==> src/logic/owr_pkg.sv <==
// constants, types and step program for the single-wire sensor and clock reader
//
// Behaviour
// - after a conversion command the reader waits the full 750 ms before reading back.
// - the whole-degree result is one byte in one-degree steps covering -55 to +125 C.
// - the whole-degree byte has bit 7 clear when positive and set when negative (128 + size).
// - the fine read returns the sensor's raw 12-bit value unchanged in a 16-bit word.
// - temperature slot timing is built from a 4 MHz time base.
// - the seconds read stores the 32-bit counter as four bytes, least significant first.
// - the four counter bytes weigh 1, 256, 65536 and 16777216 s (low and high 16-bit word).
// - the counter clear writes a zero count and switches the peripheral oscillator on.
// - the counter clear is the operation to issue after the clock peripheral powers up.
// - clock read and clear slot timing is built from the same 4 MHz time base.
// - the identity read stores family code, six serial bytes, then checksum, in order.
// - bytes not received because the peripheral is gone read as FF; a line shorted low reads as present with 00 bytes.
package owr_pkg;

  // ===========================================================================
  // time base
  localparam int CLK_HZ = 100_000_000;
  localparam int TICK_HZ = 4_000_000;
  localparam int TICK_DIV = CLK_HZ / TICK_HZ;
  localparam int TK_PER_US = TICK_HZ / 1_000_000;
  localparam int CONV_MS = 750;
  localparam int CONV_CYCLES_DEF = CONV_MS * (CLK_HZ / 1000);

  // ===========================================================================
  // slot timing in microseconds and in 4 MHz ticks
  localparam int RST_LOW_US = 480;
  localparam int RST_SAMPLE_US = 550;
  localparam int RST_TOTAL_US = 960;
  localparam int W1_LOW_US = 6;
  localparam int W0_LOW_US = 60;
  localparam int RD_SAMPLE_US = 15;
  localparam int SLOT_TOTAL_US = 70;
  localparam logic [11:0] RST_LOW_TK = 12'(RST_LOW_US * TK_PER_US);
  localparam logic [11:0] RST_SAMPLE_TK = 12'(RST_SAMPLE_US * TK_PER_US);
  localparam logic [11:0] RST_TOTAL_TK = 12'(RST_TOTAL_US * TK_PER_US);
  localparam logic [11:0] W1_LOW_TK = 12'(W1_LOW_US * TK_PER_US);
  localparam logic [11:0] W0_LOW_TK = 12'(W0_LOW_US * TK_PER_US);
  localparam logic [11:0] RD_SAMPLE_TK = 12'(RD_SAMPLE_US * TK_PER_US);
  localparam logic [11:0] SLOT_TOTAL_TK = 12'(SLOT_TOTAL_US * TK_PER_US);

  // ===========================================================================
  // bus command bytes
  localparam logic [7:0] ROM_SKIP = 8'hCC;
  localparam logic [7:0] ROM_READ = 8'h33;
  localparam logic [7:0] CMD_CONVERT = 8'h44;
  localparam logic [7:0] CMD_READ_PAD = 8'hBE;
  localparam logic [7:0] CMD_READ_CLK = 8'h66;
  localparam logic [7:0] CMD_WRITE_CLK = 8'h99;
  localparam logic [7:0] CLK_CTRL_RUN = 8'h0C;
  localparam logic [7:0] BYTE_ZERO = 8'h00;
  localparam logic [63:0] RESULT_RST = 64'hFFFF_FFFF_FFFF_FFFF;

  typedef enum logic [2:0] {
    OP_TEMP = 3'h0, OP_RAW = 3'h1, OP_CLK_RD = 3'h2, OP_CLK_CLR = 3'h3, OP_ID = 3'h4
  } owr_op_type;

  typedef enum logic [2:0] {
    ACT_RESET, ACT_TX, ACT_RX, ACT_SKIP, ACT_WAIT, ACT_END
  } owr_act_type;

  typedef struct packed {
    owr_act_type act;
    logic [7:0] data;
  } owr_step_type;

  // step program of each operation
  function automatic owr_step_type owr_prog(input owr_op_type op, input logic [3:0] idx);
    owr_step_type s;
    s = '{ACT_END, BYTE_ZERO};
    if (idx == 4'h0) begin
      s = '{ACT_RESET, BYTE_ZERO};
    end else begin
      case (op)
        OP_TEMP, OP_RAW: begin
          case (idx)
            4'h1, 4'h5: s = '{ACT_TX, ROM_SKIP};
            4'h2: s = '{ACT_TX, CMD_CONVERT};
            4'h3: s = '{ACT_WAIT, BYTE_ZERO};
            4'h4: s = '{ACT_RESET, BYTE_ZERO};
            4'h6: s = '{ACT_TX, CMD_READ_PAD};
            4'h7, 4'h8: s = '{ACT_RX, BYTE_ZERO};
            default: s = '{ACT_END, BYTE_ZERO};
          endcase
        end
        OP_CLK_RD: begin
          if (idx == 4'h1) s = '{ACT_TX, ROM_SKIP};
          else if (idx == 4'h2) s = '{ACT_TX, CMD_READ_CLK};
          else if (idx == 4'h3) s = '{ACT_SKIP, BYTE_ZERO};
          else if (idx <= 4'h7) s = '{ACT_RX, BYTE_ZERO};
        end
        OP_CLK_CLR: begin
          if (idx == 4'h1) s = '{ACT_TX, ROM_SKIP};
          else if (idx == 4'h2) s = '{ACT_TX, CMD_WRITE_CLK};
          else if (idx == 4'h3) s = '{ACT_TX, CLK_CTRL_RUN};
          else if (idx <= 4'h7) s = '{ACT_TX, BYTE_ZERO};
        end
        OP_ID: begin
          if (idx == 4'h1) s = '{ACT_TX, ROM_READ};
          else if (idx <= 4'h9) s = '{ACT_RX, BYTE_ZERO};
        end
        default: s = '{ACT_END, BYTE_ZERO};
      endcase
    end
    return s;
  endfunction

  // raw 1/16 degree reading to sign and size byte
  function automatic logic [7:0] owr_whole(input logic [15:0] raw);
    logic [15:0] mag;
    mag = raw[15] ? 16'(~raw + 16'h0001) : raw;
    return {raw[15], mag[10:4]};
  endfunction

endpackage

==> src/logic/owr_top.sv <==
// single-wire reader: temperature, seconds counter and identity transactions
`timescale 1ns/1ps
`default_nettype none
module owr_top
  import owr_pkg::*;
#(
  parameter int CONV_CYCLES = CONV_CYCLES_DEF,
  parameter int TICK_CYCLES = TICK_DIV
) (
  input wire logic clock,
  input wire logic rst,
  input wire logic ce,
  input wire logic start,
  input wire owr_op_type op,
  input wire logic dq_in,
  output logic dq_out,
  output logic dq_oe,
  output logic busy,
  output logic done,
  output logic present,
  output logic [63:0] result,
  output logic [7:0] temp_whole
);

  if (CONV_CYCLES < 1 || TICK_CYCLES < 1 || TICK_CYCLES > 32) begin : g_chk
    $error("CONV_CYCLES must be at least 1 and TICK_CYCLES within 1 to 32");
  end

  // ===========================================================================
  // pin synchroniser and 4 MHz tick
  logic dq_m_q, dq_s_q, tick_q, tick_d;
  logic [4:0] div_q, div_d;

  // the tick defines every slot width; a shorter divider only scales time for simulation
  always_comb begin
    tick_d = div_q == 5'(TICK_CYCLES - 1);
    div_d = (div_q == 5'(TICK_CYCLES - 1)) ? 5'h00 : div_q + 5'h01;
  end

  always_ff @(posedge clock) begin
    if (rst) begin
      dq_m_q <= 1'b1;
      dq_s_q <= 1'b1;
      div_q <= 5'h00;
      tick_q <= 1'b0;
    end else if (ce) begin
      dq_m_q <= dq_in;
      dq_s_q <= dq_m_q;
      div_q <= div_d;
      tick_q <= tick_d;
    end
  end

  // ===========================================================================
  // slot engine
  logic go_q, go_d, rk_q, rk_d, wb_q, wb_d, slot_bit, slot_done;

  owr_slot u_slot (
    .clock(clock),
    .rst(rst),
    .ce(ce),
    .tick(tick_q),
    .go(go_q),
    .rkind(rk_q),
    .wbit(wb_q),
    .line(dq_s_q),
    .oe_q(dq_oe),
    .bit_q(slot_bit),
    .done_q(slot_done)
  );

  // ===========================================================================
  // transaction sequencer
  typedef enum logic [6:0] {
    ST_IDLE = 7'h01, ST_NEXT = 7'h02, ST_RESET = 7'h04, ST_TX = 7'h08,
    ST_RX = 7'h10, ST_WAIT = 7'h20, ST_END = 7'h40
  } owr_state_type;

  owr_state_type state_q, state_d;
  owr_op_type op_q, op_d;
  owr_step_type cur;
  logic [3:0] step_q, step_d, rxn_q, rxn_d;
  logic [2:0] bit_q, bit_d;
  logic [7:0] shift_q, shift_d, whole_q, whole_d;
  logic [31:0] wcnt_q, wcnt_d;
  logic [63:0] res_q, res_d;
  logic fly_q, fly_d, busy_q, busy_d, done_q, done_d, pres_q, pres_d, dq_out_q;

  // one step of the program per pass; each slot is launched once and awaited
  always_comb begin
    cur = owr_prog(op_q, step_q);
    state_d = state_q;
    op_d = op_q;
    step_d = step_q;
    rxn_d = rxn_q;
    bit_d = bit_q;
    shift_d = shift_q;
    whole_d = whole_q;
    wcnt_d = wcnt_q;
    res_d = res_q;
    fly_d = fly_q;
    busy_d = busy_q;
    pres_d = pres_q;
    go_d = 1'b0;
    rk_d = rk_q;
    wb_d = wb_q;
    done_d = 1'b0;
    unique case (state_q)
      ST_IDLE: begin
        // busy is already low in the done cycle, but a start there is still ignored
        if (start && !done_q) begin
          op_d = op;
          step_d = 4'h0;
          rxn_d = 4'h0;
          res_d = RESULT_RST; // unreceived bytes stay FF
          pres_d = 1'b0;
          busy_d = 1'b1;
          state_d = ST_NEXT;
        end
      end
      ST_NEXT: begin
        bit_d = 3'h0;
        shift_d = cur.data;
        unique case (cur.act)
          ACT_RESET: state_d = ST_RESET;
          ACT_TX: state_d = ST_TX;
          ACT_RX, ACT_SKIP: state_d = ST_RX;
          ACT_WAIT: begin
            wcnt_d = 32'(CONV_CYCLES - 1);
            state_d = ST_WAIT;
          end
          default: state_d = ST_END;
        endcase
      end
      ST_RESET: begin
        if (!fly_q) begin
          go_d = 1'b1;
          rk_d = 1'b1;
          fly_d = 1'b1;
        end else if (slot_done) begin
          fly_d = 1'b0;
          pres_d = slot_bit;
          step_d = step_q + 4'h1;
          // no presence: abandon, leaving every result byte at FF
          state_d = slot_bit ? ST_NEXT : ST_END;
        end
      end
      ST_TX, ST_RX: begin
        if (!fly_q) begin
          go_d = 1'b1;
          rk_d = 1'b0;
          wb_d = (state_q == ST_RX) | shift_q[0]; // read slot is a write-1 slot
          fly_d = 1'b1;
        end else if (slot_done) begin
          fly_d = 1'b0;
          bit_d = bit_q + 3'h1;
          // bytes travel least significant bit first in both directions
          shift_d = (state_q == ST_RX) ? {slot_bit, shift_q[7:1]} : {1'b0, shift_q[7:1]};
          if (bit_q == 3'h7) begin
            step_d = step_q + 4'h1;
            state_d = ST_NEXT;
            if (state_q == ST_RX && cur.act == ACT_RX) begin
              res_d[rxn_q[2:0]*8 +: 8] = shift_d;
              rxn_d = rxn_q + 4'h1;
            end
          end
        end
      end
      ST_WAIT: begin
        if (wcnt_q == 32'h0000_0000) begin
          step_d = step_q + 4'h1;
          state_d = ST_NEXT;
        end else begin
          wcnt_d = wcnt_q - 32'h0000_0001;
        end
      end
      ST_END: begin
        if (op_q == OP_TEMP) whole_d = owr_whole(res_q[15:0]);
        busy_d = 1'b0;
        done_d = 1'b1;
        state_d = ST_IDLE;
      end
      default: state_d = ST_IDLE;
    endcase
  end

  always_ff @(posedge clock) begin
    if (rst) begin
      state_q <= ST_IDLE;
      op_q <= OP_TEMP;
      step_q <= 4'h0;
      rxn_q <= 4'h0;
      bit_q <= 3'h0;
      shift_q <= 8'h00;
      whole_q <= 8'h00;
      wcnt_q <= 32'h0000_0000;
      res_q <= RESULT_RST;
      fly_q <= 1'b0;
      busy_q <= 1'b0;
      done_q <= 1'b0;
      pres_q <= 1'b0;
      go_q <= 1'b0;
      rk_q <= 1'b0;
      wb_q <= 1'b0;
      dq_out_q <= 1'b0;
    end else if (ce) begin
      state_q <= state_d;
      op_q <= op_d;
      step_q <= step_d;
      rxn_q <= rxn_d;
      bit_q <= bit_d;
      shift_q <= shift_d;
      whole_q <= whole_d;
      wcnt_q <= wcnt_d;
      res_q <= res_d;
      fly_q <= fly_d;
      busy_q <= busy_d;
      done_q <= done_d;
      pres_q <= pres_d;
      go_q <= go_d;
      rk_q <= rk_d;
      wb_q <= wb_d;
      dq_out_q <= 1'b0; // open drain: only ever drives low
    end
  end

  assign dq_out = dq_out_q;
  assign busy = busy_q;
  assign done = done_q;
  assign present = pres_q;
  assign result = res_q;
  assign temp_whole = whole_q;
endmodule
`default_nettype wire

==> src/logic/owr_slot.sv <==
// single slot engine: reset/presence slot or one read/write bit slot
`timescale 1ns/1ps
`default_nettype none
module owr_slot
  import owr_pkg::*;
(
  input wire logic clock,
  input wire logic rst,
  input wire logic ce,
  input wire logic tick,
  input wire logic go,
  input wire logic rkind,
  input wire logic wbit,
  input wire logic line,
  output logic oe_q,
  output logic bit_q,
  output logic done_q
);

  // ===========================================================================
  // slot sequencing
  logic act_q, act_d, oe_d, bit_d, done_d, rk_q, rk_d, wb_q, wb_d;
  logic [11:0] cnt_q, cnt_d, nxt, low_tk, samp_tk, total_tk;

  // timing is counted in 4 MHz ticks so slot widths track the time base
  always_comb begin
    low_tk = rk_q ? RST_LOW_TK : (wb_q ? W1_LOW_TK : W0_LOW_TK);
    samp_tk = rk_q ? RST_SAMPLE_TK : RD_SAMPLE_TK;
    total_tk = rk_q ? RST_TOTAL_TK : SLOT_TOTAL_TK;
    nxt = cnt_q + 12'h001;
    act_d = act_q;
    cnt_d = cnt_q;
    oe_d = oe_q;
    bit_d = bit_q;
    rk_d = rk_q;
    wb_d = wb_q;
    done_d = 1'b0;
    if (!act_q && go) begin
      act_d = 1'b1;
      cnt_d = 12'h000;
      oe_d = 1'b1; // every slot opens with the line pulled low
      rk_d = rkind;
      wb_d = wbit;
    end else if (act_q && tick) begin
      cnt_d = nxt;
      oe_d = nxt < low_tk;
      // presence shows as a low line, data as the line itself
      if (nxt == samp_tk) bit_d = rk_q ? !line : line;
      if (nxt == total_tk) begin
        act_d = 1'b0;
        oe_d = 1'b0;
        done_d = 1'b1;
      end
    end
  end

  always_ff @(posedge clock) begin
    if (rst) begin
      act_q <= 1'b0;
      cnt_q <= 12'h000;
      oe_q <= 1'b0;
      bit_q <= 1'b0;
      done_q <= 1'b0;
      rk_q <= 1'b0;
      wb_q <= 1'b0;
    end else if (ce) begin
      act_q <= act_d;
      cnt_q <= cnt_d;
      oe_q <= oe_d;
      bit_q <= bit_d;
      done_q <= done_d;
      rk_q <= rk_d;
      wb_q <= wb_d;
    end
  end
endmodule
`default_nettype wire

==> config.mk <==
export PLATFORM = sky130hd
export DESIGN_NAME = owr_top
export DESIGN_NICKNAME = d
export VERILOG_FILES = /design/src/logic/owr_pkg.sv /design/src/logic/owr_top.sv /design/src/logic/owr_slot.sv
export SDC_FILE = /design/constraint.sdc
export NUM_CORES = 1
export LEC_CHECK = 0
export BUFFER_PORTS_ARGS = -buffer_cell sky130_fd_sc_hd__buf_4
export CAP_MARGIN = 20
export CORE_MARGIN = 4
export CORE_UTILIZATION = 35
export CTS_CLUSTER_DIAMETER = 60
export DETAILED_ROUTE_END_ITERATION = 7
export SYNTH_ARGS = -nofsm -noshare
export SYNTH_HDL_FRONTEND = slang
export SYNTH_SLANG_ARGS = --single-unit
==> constraint.sdc <==
create_clock -name clock -period 4 [get_ports clock]
set_input_delay 0.6 -clock clock [delete_from_list [all_inputs] [get_ports clock]]
set_output_delay 0.6 -clock clock [all_outputs]
set_load 0.02 [all_outputs]
==> reports/qor.csv, run 1 <==
stage,metric,value,unit
status,status,"complete, no violations",
cells_and_area,layout-drive-gt1-share,0.172,
placement,post-dp-hpwl,15500,µm
placement,dp_slack,0.250,ns
pwr,power.total,4.36,mW
synthesis,syn_inst,973,
timing,tightest_slew,0.732,ns
placement,placement.io_buffers,83,
critical_path,arrival,4.02,ns
clocking,htreeDepth,4,
timing,maxSlewViolCount,0,
route,first_pass_iters,5,
synthesis,synthFlopType,dfxtp_1,
placement,place.gp.congestion,0.836,
timing,fmax,272,MHz
pwr,vdd.ir_drop.worst,0.000243,V
timing,setup_viol,0,
floorplanning,fp-row-count,56,
pwr,power_density,435,nW/µm²
route,vias_per_cell,5.49,
cells_and_area,fillCellCount,2404,
synthesis,synth-async-reset-ratio,0,
job,max_cap_violations,0,
cells_and_area,num-nets-final,1060,
clocking,cts_buffer_depth,2,
timing,period_minus_slack,3.67,ns
critical_path,startpoint_type,register,
global_routing,grt_start_max_net_pins,65,
floorplanning,dieArea,26800,µm²
floorplanning,die_w,164,µm
synthesis,synth_nets,1007,
synthesis,synth_enable_flop_cells,0,
global_routing,grtUsageTotal,0.167,
route,drtIter0Drc,534,
pwr,p_leak,3.85,nW
synthesis,synthDistinctLibCells,75,
global_routing,grt_pass1_wl,36600,µm
clocking,clock_latency,0.44,ns
global_routing,first_global_vias,6932,
cells_and_area,area_growth,18.1,%
global_routing,grt_remaining_overflow,0,
timing,period_share,0.918,
clocking,cts_setup_buffers,0,
placement,dp.cells,1325,
critical_path,crit_path_end_kind,register,
clocking,numCtsBuffers,17,
timing,slew_headroom,0.506,
clocking,clockRootBuffer,clkbuf_16,
route,routed-via-count,7451,
critical_path,cp.required,4.35,ns
clocking,cts_tree,yes,
clocking,clk_pin_slew_worst_paths,0.07,ns
timing,fin_ws,0.326,ns
floorplanning,io_pins,85,
cells_and_area,stdcell_count,1358,
timing,final_hold_viol_count,0,
synthesis,synth_seq_area_share,0.406,
hold_path,hp-class,in -> reg,
critical_path,path_class,reg -> reg,
floorplanning,initial_utilization,0.358,
critical_path,crit_fanout,8,
synthesis,avgSynthCellArea,8.72,µm²
timing,fin_tns_setup,0,ns
timing,clock_skew,0.0125,ns
floorplanning,core_area,23700,µm²
floorplanning,die_y,164,µm
route,wl,22500,µm
synthesis,yosysWarningCount,0,
route,drc,0,
synthesis,ys_ff_latch,172,
cells_and_area,n_antenna_cell,0,
synthesis,syn_area,8490,µm²
route,routedWlPerCell,16.6,µm
clocking,clock_sinks,172,
cells_and_area,post-route-util,0.423,
route,ant_nets,0,
timing,rsz0062_at_grt,false,
global_routing,grt_antenna_before_repair,0,
-- final timing paths --
check	slack, ns	from	depth (start not counted)	to
worst max-delay path	0.33	wcnt_q[0]	11	register
worst min-delay path	0.39	dq_in	3	dq_m_q
worst max register to register	0.33	wcnt_q[0]	11	register
worst min register to register	0.46	busy	2	busy
-- critical path, cell delays in order, from the launching register on --
cell and delay, ns:
dfxtp_1 0.34, inv_1 0.06, ha_1 0.17, or3b_1 0.42, or4b_4 0.60, o41a_1 0.59
nor3_4 0.40, mux2i_1 0.11, nand2b_1 0.23, ha_1 0.37, nor2_1 0.07, a221oi_2 0.21
-- report_power, final --
group	internal [mW]	total [mW]	switching [mW]
registers	1.82	1.92	0.0933
clock network	0.856	1.69	0.835
logic	0.314	0.748	0.434
total	2.99	4.36	1.36
-- sequential cells by signal (all words and copies together) (netlist names), 3 cells and up, named ones only --
register      flops
state_q           7
u_slot.cnt_q     12
temp_whole        8
rxn_q             3
op_q              3
wcnt_q           32
shift_q           8
div_q             5
step_q            4
result           64
bit_q             3
-- metal layers --
metal  global-route usage  share of wire  wire length [µm]
met1                0.224           0.47             10500
met5                    0              0                 0
met2                0.264           0.46             10300
met3               0.0469          0.060              1360
met4               0.0499          0.014               307
-- repair_timing --
action | in CTS | in global routing
setup endpoints to repair | 0 | 1
gates resized for setup | 0 | 1
hold buffers | 0 | 0
-- logic make-up after synthesis --
group,share of synthesized area
multiplexers,0.0200
buffers and inverters,0.0423
XOR/XNOR,0.0495
AND/OR/NAND/NOR,0.210
other,0.000442
flip-flops,0.406
adder cells (fa/ha/maj),0.0383
AO/OA/AOI/OAI,0.233
-- synthesized netlist by cell type (11+ instances only) --
| cell type | n | share of area |
|---|---|---|
| nor2_1 | 113 | 0.050 |
| a22oi_1 | 11 | 0.0097 |
| xor2_1 | 15 | 0.015 |
| a21bo_2 | 21 | 0.025 |
| a2111oi_0 | 14 | 0.014 |
| inv_1 | 24 | 0.011 |
| or2_2 | 11 | 0.0081 |
| nor3_1 | 28 | 0.017 |
| o31ai_1 | 12 | 0.011 |
| nor4_1 | 12 | 0.0088 |
| mux2i_1 | 17 | 0.020 |
| nand3_1 | 32 | 0.019 |
| nand2b_1 | 13 | 0.0096 |
| a211oi_1 | 22 | 0.019 |
| ha_1 | 26 | 0.038 |
| nand2_1 | 52 | 0.023 |
| dfxtp_1 | 172 | 0.41 |
| clkbuf_1 | 61 | 0.027 |
| o21ai_0 | 23 | 0.014 |
| a21oi_1 | 71 | 0.042 |
| nor2b_1 | 16 | 0.012 |
| xnor2_1 | 33 | 0.034 |
| a221o_1 | 34 | 0.040 |
-- metrics by stage --
stage	instance area (µm²)	hold slack (ns)
2_1_floorplan	8490	0.431
3_3_place_gp	9400	0.447
3_5_place_dp	9400	0.455
4_1_cts	10000	0.375
5_1_grt	10000	0.380
6_report	10000	0.391
-- final cells by class --
| class | count | area [µm²] | share of cell area |
|---|---|---|---|
| multi-input cells | 709 | 4700 | 0.469 |
| inverters | 24 | 90.1 | 0.00899 |
| flip-flops and latches | 172 | 3440 | 0.344 |
| well taps | 319 | 399 | 0.0398 |
| clock inverters | 15 | 185 | 0.0185 |
| repair buffers | 102 | 776 | 0.0774 |
| clock buffers | 17 | 425 | 0.0424 |
-- cell usage in the layout (no fill, tap or decap), types with 6 or more instances in the layout --
master     count
xnor2_1       33
inv_1         24
a311oi_1       8
nand4_1        8
nand3_1       32
nand2_1       52
nor3b_1        8
dfxtp_1      172
nor4_1        12
a21oi_1       71
buf_4        100
o21ai_0       23
o31ai_1       11
xor2_1        15
a21bo_2       21
a211oi_1      22
and2_1         6
or3_1         10
and3_1        10
nand2b_1      13
a2111oi_0     14
or4_1          7
ha_1          26
a221o_1       34
or2_2         11
nor3_1        28
nor2_1       113
mux2i_1       17
nor2b_1       16
a22oi_1       11
clkbuf_16     17
Note: power is estimated with default switching activity, not from simulation.
==> inputs of run 2 (changes only) <==
--- a/config.mk
+++ b/config.mk
@@ -13,2 +13,3 @@
 export DETAILED_ROUTE_END_ITERATION = 7
+export PLACE_DENSITY = 0.53
 export SYNTH_ARGS = -nofsm -noshare
==> constraint.sdc (replaced) <==
create_clock -name clock -period 3.5 [get_ports clock]
set_input_delay 0.525 -clock clock [delete_from_list [all_inputs] [get_ports clock]]
set_output_delay 0.525 -clock clock [all_outputs]
set_load 0.05 [all_outputs]
==> reports/qor.csv, run 2 (synthesis results as in run 1) <==
stage,metric,value,unit,change
cells_and_area,n_antenna_cell,0,,unchanged
floorplanning,die_w,164,µm,unchanged
global_routing,grt_start_max_net_pins,64,,-1.5%
clocking,cts_buffer_depth,2,,unchanged
route,routed-via-count,7391,,-0.81%
floorplanning,dieArea,26800,µm²,unchanged
floorplanning,fp-row-count,56,,unchanged
route,routedWlPerCell,16.9,µm,+2.2%
critical_path,startpoint_type,register,,
global_routing,grt_antenna_before_repair,0,,unchanged
timing,period_minus_slack,3.38,ns,-0.294 ns
critical_path,worst_path_largest_cell_delay,0.56,ns,-0.04 ns
cells_and_area,largest_reg_flops,64,,unchanged
placement,placement.io_buffers,83,,unchanged
critical_path,crit_path_end_kind,register,,
global_routing,grtUsageTotal,0.172,,+0.00508
clocking,clk_pin_slew_worst_paths,0.08,ns,about the same
timing,tightest_slew,0.849,ns,+0.117 ns
critical_path,path_cells,"inv_1, ha_1, or3b_4, or4b_4, o41a_1, or4_4, a32o_1, a32o_2, a32o_1",,
critical_path,path_class,reg -> reg,,
timing,clock_skew,0.0134,ns,+0.000892 ns
timing,rsz0062_at_grt,false,,
timing,maxSlewViolCount,0,,unchanged
placement,post-dp-hpwl,16200,µm,+4.4%
critical_path,arrival,3.70,ns,-0.32 ns
global_routing,first_global_vias,7048,,+1.7%
route,vias_per_cell,5.38,,-1.9%
status,status,"complete, no violations",,
route,drtIter0Drc,419,,-22%
critical_path,cp.required,3.83,ns,-0.52 ns
pwr,power.total,5.28,mW,+21%
critical_path,cpMostUsedCell,a32o_1,,
clocking,cts_hold_buf,0,,unchanged
cells_and_area,register_area,3440,µm²,unchanged
job,max_cap_violations,0,,unchanged
timing,setup_viol,0,,unchanged
timing,period_share,0.966,,+0.0472
timing,fin_tns_setup,0,ns,unchanged
route,first_pass_iters,5,,unchanged
hold_path,hp-class,in -> reg,,
cells_and_area,fillCellCount,2391,,-0.54%
route,ant_nets,0,,unchanged
cells_and_area,num-nets-final,1075,,+1.4%
floorplanning,io_pins,85,,unchanged
route,wl,23300,µm,+3.4%
route,drc,0,,unchanged
clocking,clockRootBuffer,clkbuf_16,,
critical_path,crit_fanout,5,,-3
clocking,cts_tree,yes,,
global_routing,grt_pass1_wl,37600,µm,+2.6%
cells_and_area,final_common_cell,dfxtp_1,,
clocking,htreeDepth,4,,unchanged
critical_path,slowest_stage,or4_4,,
placement,placed_cell_area,9510,µm²,+1.1%
pwr,p_leak,3.94,nW,+2.3%
clocking,numCtsBuffers,17,,unchanged
floorplanning,initial_utilization,0.358,,unchanged
placement,place.gp.congestion,0.870,,+4.0%
cells_and_area,fin_area,10200,µm²,+1.7%
floorplanning,die_y,164,µm,unchanged
clocking,clock_latency,0.44,ns,about the same
timing,final_hold_viol_count,0,,unchanged
pwr,power_density,519,nW/µm²,+19%
clocking,clock_sinks,172,,unchanged
cells_and_area,layout-drive-gt1-share,0.188,,+0.0156
global_routing,grt_remaining_overflow,0,,unchanged
cells_and_area,multi_input_area,4730,µm²,+0.64%
floorplanning,core_area,23700,µm²,unchanged
timing,slew_headroom,0.433,,-0.0727
pwr,vdd.ir_drop.worst,0.000285,V,+17%
timing,fmax,296,MHz,+8.7%
cells_and_area,layout_common_cells,"dfxtp_1 (172), buf_4 (115), nor2_1 (113)",,
cells_and_area,area_growth,20.1,%,
run 2: area by class of cell:
| cell class | instances | area share |
|---|---|---|
| tap | 319 | 0.0392 |
| inverter | 24 | 0.00884 |
| timing repair buffer | 117 | 0.0872 |
| multi-input combinational | 709 | 0.465 |
| sequential | 172 | 0.338 |
| clock buffer | 17 | 0.0417 |
| clock inverter | 15 | 0.0205 |
run 2: power by group:
| group | internal (mW) | total (mW) | switching [mW] |
|---|---|---|---|
| Clock | 0.996 | 1.99 | 0.995 |
| Combinational | 0.376 | 1.10 | 0.729 |
| Sequential | 2.08 | 2.19 | 0.106 |
run 2: per-stage QoR:
stage | worst slack, ns | util | hold slack, ns | cells
2_1_floorplan | 0.0992 | - | 0.431 | 973
3_3_place_gp | 0.133 | 0.401 | 0.449 | 1339
3_5_place_dp | 0.0274 | 0.401 | 0.452 | 1339
4_1_cts | 0.0134 | 0.428 | 0.297 | 1371
5_1_grt | 0.00637 | 0.430 | 0.302 | 1373
6_report | 0.120 | 0.430 | 0.308 | 1373
run 2: critical path, delay by kind of cell (launching register included):
| family | cells | cell delay, ns |
|---|---|---|
| AOI/OAI and AO/OA | 4 | 1.21 |
| DFF | 1 | 0.33 |
| adders and majority gates | 1 | 0.17 |
| and+or+nand+nor | 3 | 1.50 |
| buffers and inverters | 1 | 0.06 |
run 2: worst paths after layout:
path         startpoint  slack, ns  cells after the start           to
max           wcnt_q[1]       0.12                      9     register
min               dq_in       0.31                      3       dq_m_q
max reg2reg   wcnt_q[1]       0.12                      9     register
min reg2reg        wb_q       0.46                      2  u_slot.wb_q
run 2: metal layers:
layer,GRT usage,share of wire,up-vias
li1,-,-,3720
met1,0.238,0.49,3525
met2,0.274,0.46,130
met5,0,0,-
met3,0.0412,0.039,16
met4,0.0404,0.010,0
run 2: repair_timing:
item,4_1_cts,5_1_grt
buffers inserted,0,1
endpoints found under the hold margin,0,0
setup endpoints to repair,1,15
gates resized for setup,1,5
pin swaps,0,2
==> inputs of run 3 (changes only) <==
Settings changed: CORE_MARGIN 4 to 3, SETUP_SLACK_MARGIN set to 0.3.
==> reports/qor.csv, run 3 (synthesis results as in run 1) <==
stage,metric,value,unit,change
status,status,"complete, no violations",,
hold_path,hp-class,in -> reg,,
pwr,power.total,5.30,mW,+0.26%
global_routing,grt_antenna_before_repair,0,,unchanged
global_routing,grt_remaining_overflow,0,,unchanged
cells_and_area,multi_input_area,4810,µm²,+1.6%
route,drtIter0Drc,515,,+23%
critical_path,arrival,3.56,ns,-0.14 ns
route,routedWlPerCell,17.0,µm,+0.44%
cells_and_area,fillCellCount,2403,,+0.50%
hold_path,min_to,dq_m_q,,
route,first_pass_iters,5,,unchanged
floorplanning,initial_utilization,0.358,,unchanged
timing,period_share,0.923,,-0.0430
placement,place.gp.congestion,0.809,,-6.9%
cells_and_area,num-nets-final,1078,,+0.28%
critical_path,cp.required,3.83,ns,about the same
route,wl,23400,µm,+0.66%
timing,rsz0062_at_grt,true,,
critical_path,startpoint_type,register,,
pwr,power_frac_comb,0.214,,+0.005
cells_and_area,largest_reg_flops,64,,unchanged
placement,dp_slack,0.0977,ns,+0.0703 ns
clocking,clock_latency,0.44,ns,about the same
hold_path,worstHoldStart,dq_in,,
cells_and_area,final_common_cell,dfxtp_1,,
timing,slew_headroom,0.469,,+0.0364
cells_and_area,layout_common_cells,"dfxtp_1 (169), buf_4 (118), nor2_1 (112)",,
pwr,sw_frac_of_total,0.346,,-0.000626
pwr,power_density,514,nW/µm²,-0.82%
pwr,p_clk_frac,0.373,,-0.004
global_routing,grt_pass1_wl,38000,µm,+0.99%
global_routing,grt_start_max_net_pins,64,,unchanged
cells_and_area,register_area,3450,µm²,+0.11%
critical_path,crit_path_end_kind,register,,
clocking,htreeDepth,4,,unchanged
route,routed-via-count,7459,,+0.92%
timing,setup_viol,0,,unchanged
timing,fmax,310,MHz,+4.7%
route,vias_per_cell,5.42,,+0.70%
pwr,vdd.ir_drop.worst,0.000273,V,-4.2%
clocking,cts_tree,yes,,
job,max_cap_violations,0,,unchanged
pwr,p_leak,3.98,nW,+1.0%
critical_path,ff2ff_path_depth,9,,unchanged
global_routing,first_global_vias,7035,,-0.18%
cells_and_area,area_growth,21.4,%,
timing,final_hold_viol_count,0,,unchanged
clocking,numCtsBuffers,17,,unchanged
critical_path,crit_fanout,5,,unchanged
cells_and_area,n_antenna_cell,0,,unchanged
clocking,clockRootBuffer,clkbuf_16,,
clocking,cts_buffer_depth,2,,unchanged
route,drc,0,,unchanged
timing,fin_tns_setup,0,ns,unchanged
clocking,clk_pin_slew_worst_paths,0.08,ns,about the same
timing,tightest_slew,0.776,ns,-0.0728 ns
pwr,intPower,3.47,mW,+0.36%
pwr,p_switching,1.83,mW,about the same
cells_and_area,layout-drive-gt1-share,0.210,,+0.0222
timing,fin_ws,0.271,ns,+0.151 ns
clocking,cts_hold_buf,0,,unchanged
timing,period_minus_slack,3.23,ns,-0.151 ns
floorplanning,die_w,162,µm,-1.2%
hold_path,min_path_cells,3,,unchanged
global_routing,grtUsageTotal,0.177,,+0.00440
clocking,clock_sinks,172,,unchanged
floorplanning,die_y,162,µm,-1.2%
placement,post-dp-hpwl,16100,µm,-0.48%
floorplanning,fp-row-count,56,,unchanged
floorplanning,io_pins,85,,unchanged
timing,maxSlewViolCount,0,,unchanged
critical_path,r2r_start,wcnt_q[0],,
critical_path,path_class,reg -> reg,,
critical_path,reg2reg_slack,0.27,ns,+0.15 ns
floorplanning,dieArea,26200,µm²,-2.4%
placement,placement.io_buffers,83,,unchanged
pwr,p_seq_frac,0.413,,about the same
route,ant_nets,0,,unchanged
floorplanning,core_area,23700,µm²,unchanged
timing,clock_skew,0.0172,ns,+0.00382 ns
run 3: cell count changes in the layout (fill, tap and decap cells not counted), sizes merged:
cell / previous run / this run
buf: 116 / 120
clkbuf: 18 / 17
clkinv: 7 / 8
inv: 32 / 31
run 3: critical path, cell delays in order (launching register included):
cell,delay [ns]
dfxtp_2,0.33
inv_2,0.06
ha_4,0.12
or3b_4,0.37
or4b_4,0.56
o41a_1,0.48
or4_1,0.45
a32o_1,0.22
a32o_2,0.28
a32o_1,0.23
run 3: through the flow:
stage          instances  area, µm²  utilization  hold slack (ns)
2_1_floorplan        973       8500            -            0.431
3_3_place_gp        1333       9470        0.400            0.447
3_5_place_dp        1333       9470        0.400            0.456
4_1_cts             1372      10200        0.432            0.294
5_1_grt             1376      10300        0.435            0.319
6_report            1376      10300        0.435            0.304
run 3: repair_timing:
item | in CTS | in global routing
pin swaps | 14 | 6
gates resized for setup | 15 | 18
buffers inserted | 7 | 4
hold endpoints to repair | 0 | 0
endpoints found under the setup margin | 12 | 94
cloned | 0 | 0
run 3: worst max-delay path by stage:
stage | from | end | slack, ns | cells after the start
finish | wcnt_q[0] | register | 0.27 | 9
CTS | wcnt_q[1] | register | 0.19 | 9
detailed placement | wcnt_q[7] | register | 0.1 | 7
global route | wcnt_q[0] | register | 0.17 | 11
floorplan | wcnt_q[7] | register | 0.32 | 8
global placement | wcnt_q[7] | register | 0.12 | 7
run 3: power groups by stage:
| stage | logic, mW | clock network, mW | registers, mW |
|---|---|---|---|
| 6_report | 1.13 | 1.98 | 2.19 |
| 5_1_grt | 1.21 | 2.10 | 2.21 |
| 4_1_cts | 1.12 | 2.03 | 2.19 |
| 3_5_place_dp | 1.10 | 0 | 2.23 |
| 3_3_place_gp | 1.10 | 0 | 2.23 |
| 2_1_floorplan | 0.444 | 0 | 2.55 |
run 3: cell type report:
type                    count  share of cell area
inverters                  24             0.00875
clock buffers              17              0.0413
multi-input cells         709               0.467
clock inverters            15              0.0205
well taps                 319              0.0387
repair buffers            120              0.0890
flip-flops and latches    172               0.335
run 3: per-layer routing:
metal  routed length, µm  up-vias  GRT usage
met5                   0        -          0
met4                 321        0     0.0434
met3                1140       27     0.0406
met2               10600      172      0.276
met1               11400     3543      0.249
li1                    -     3717          -
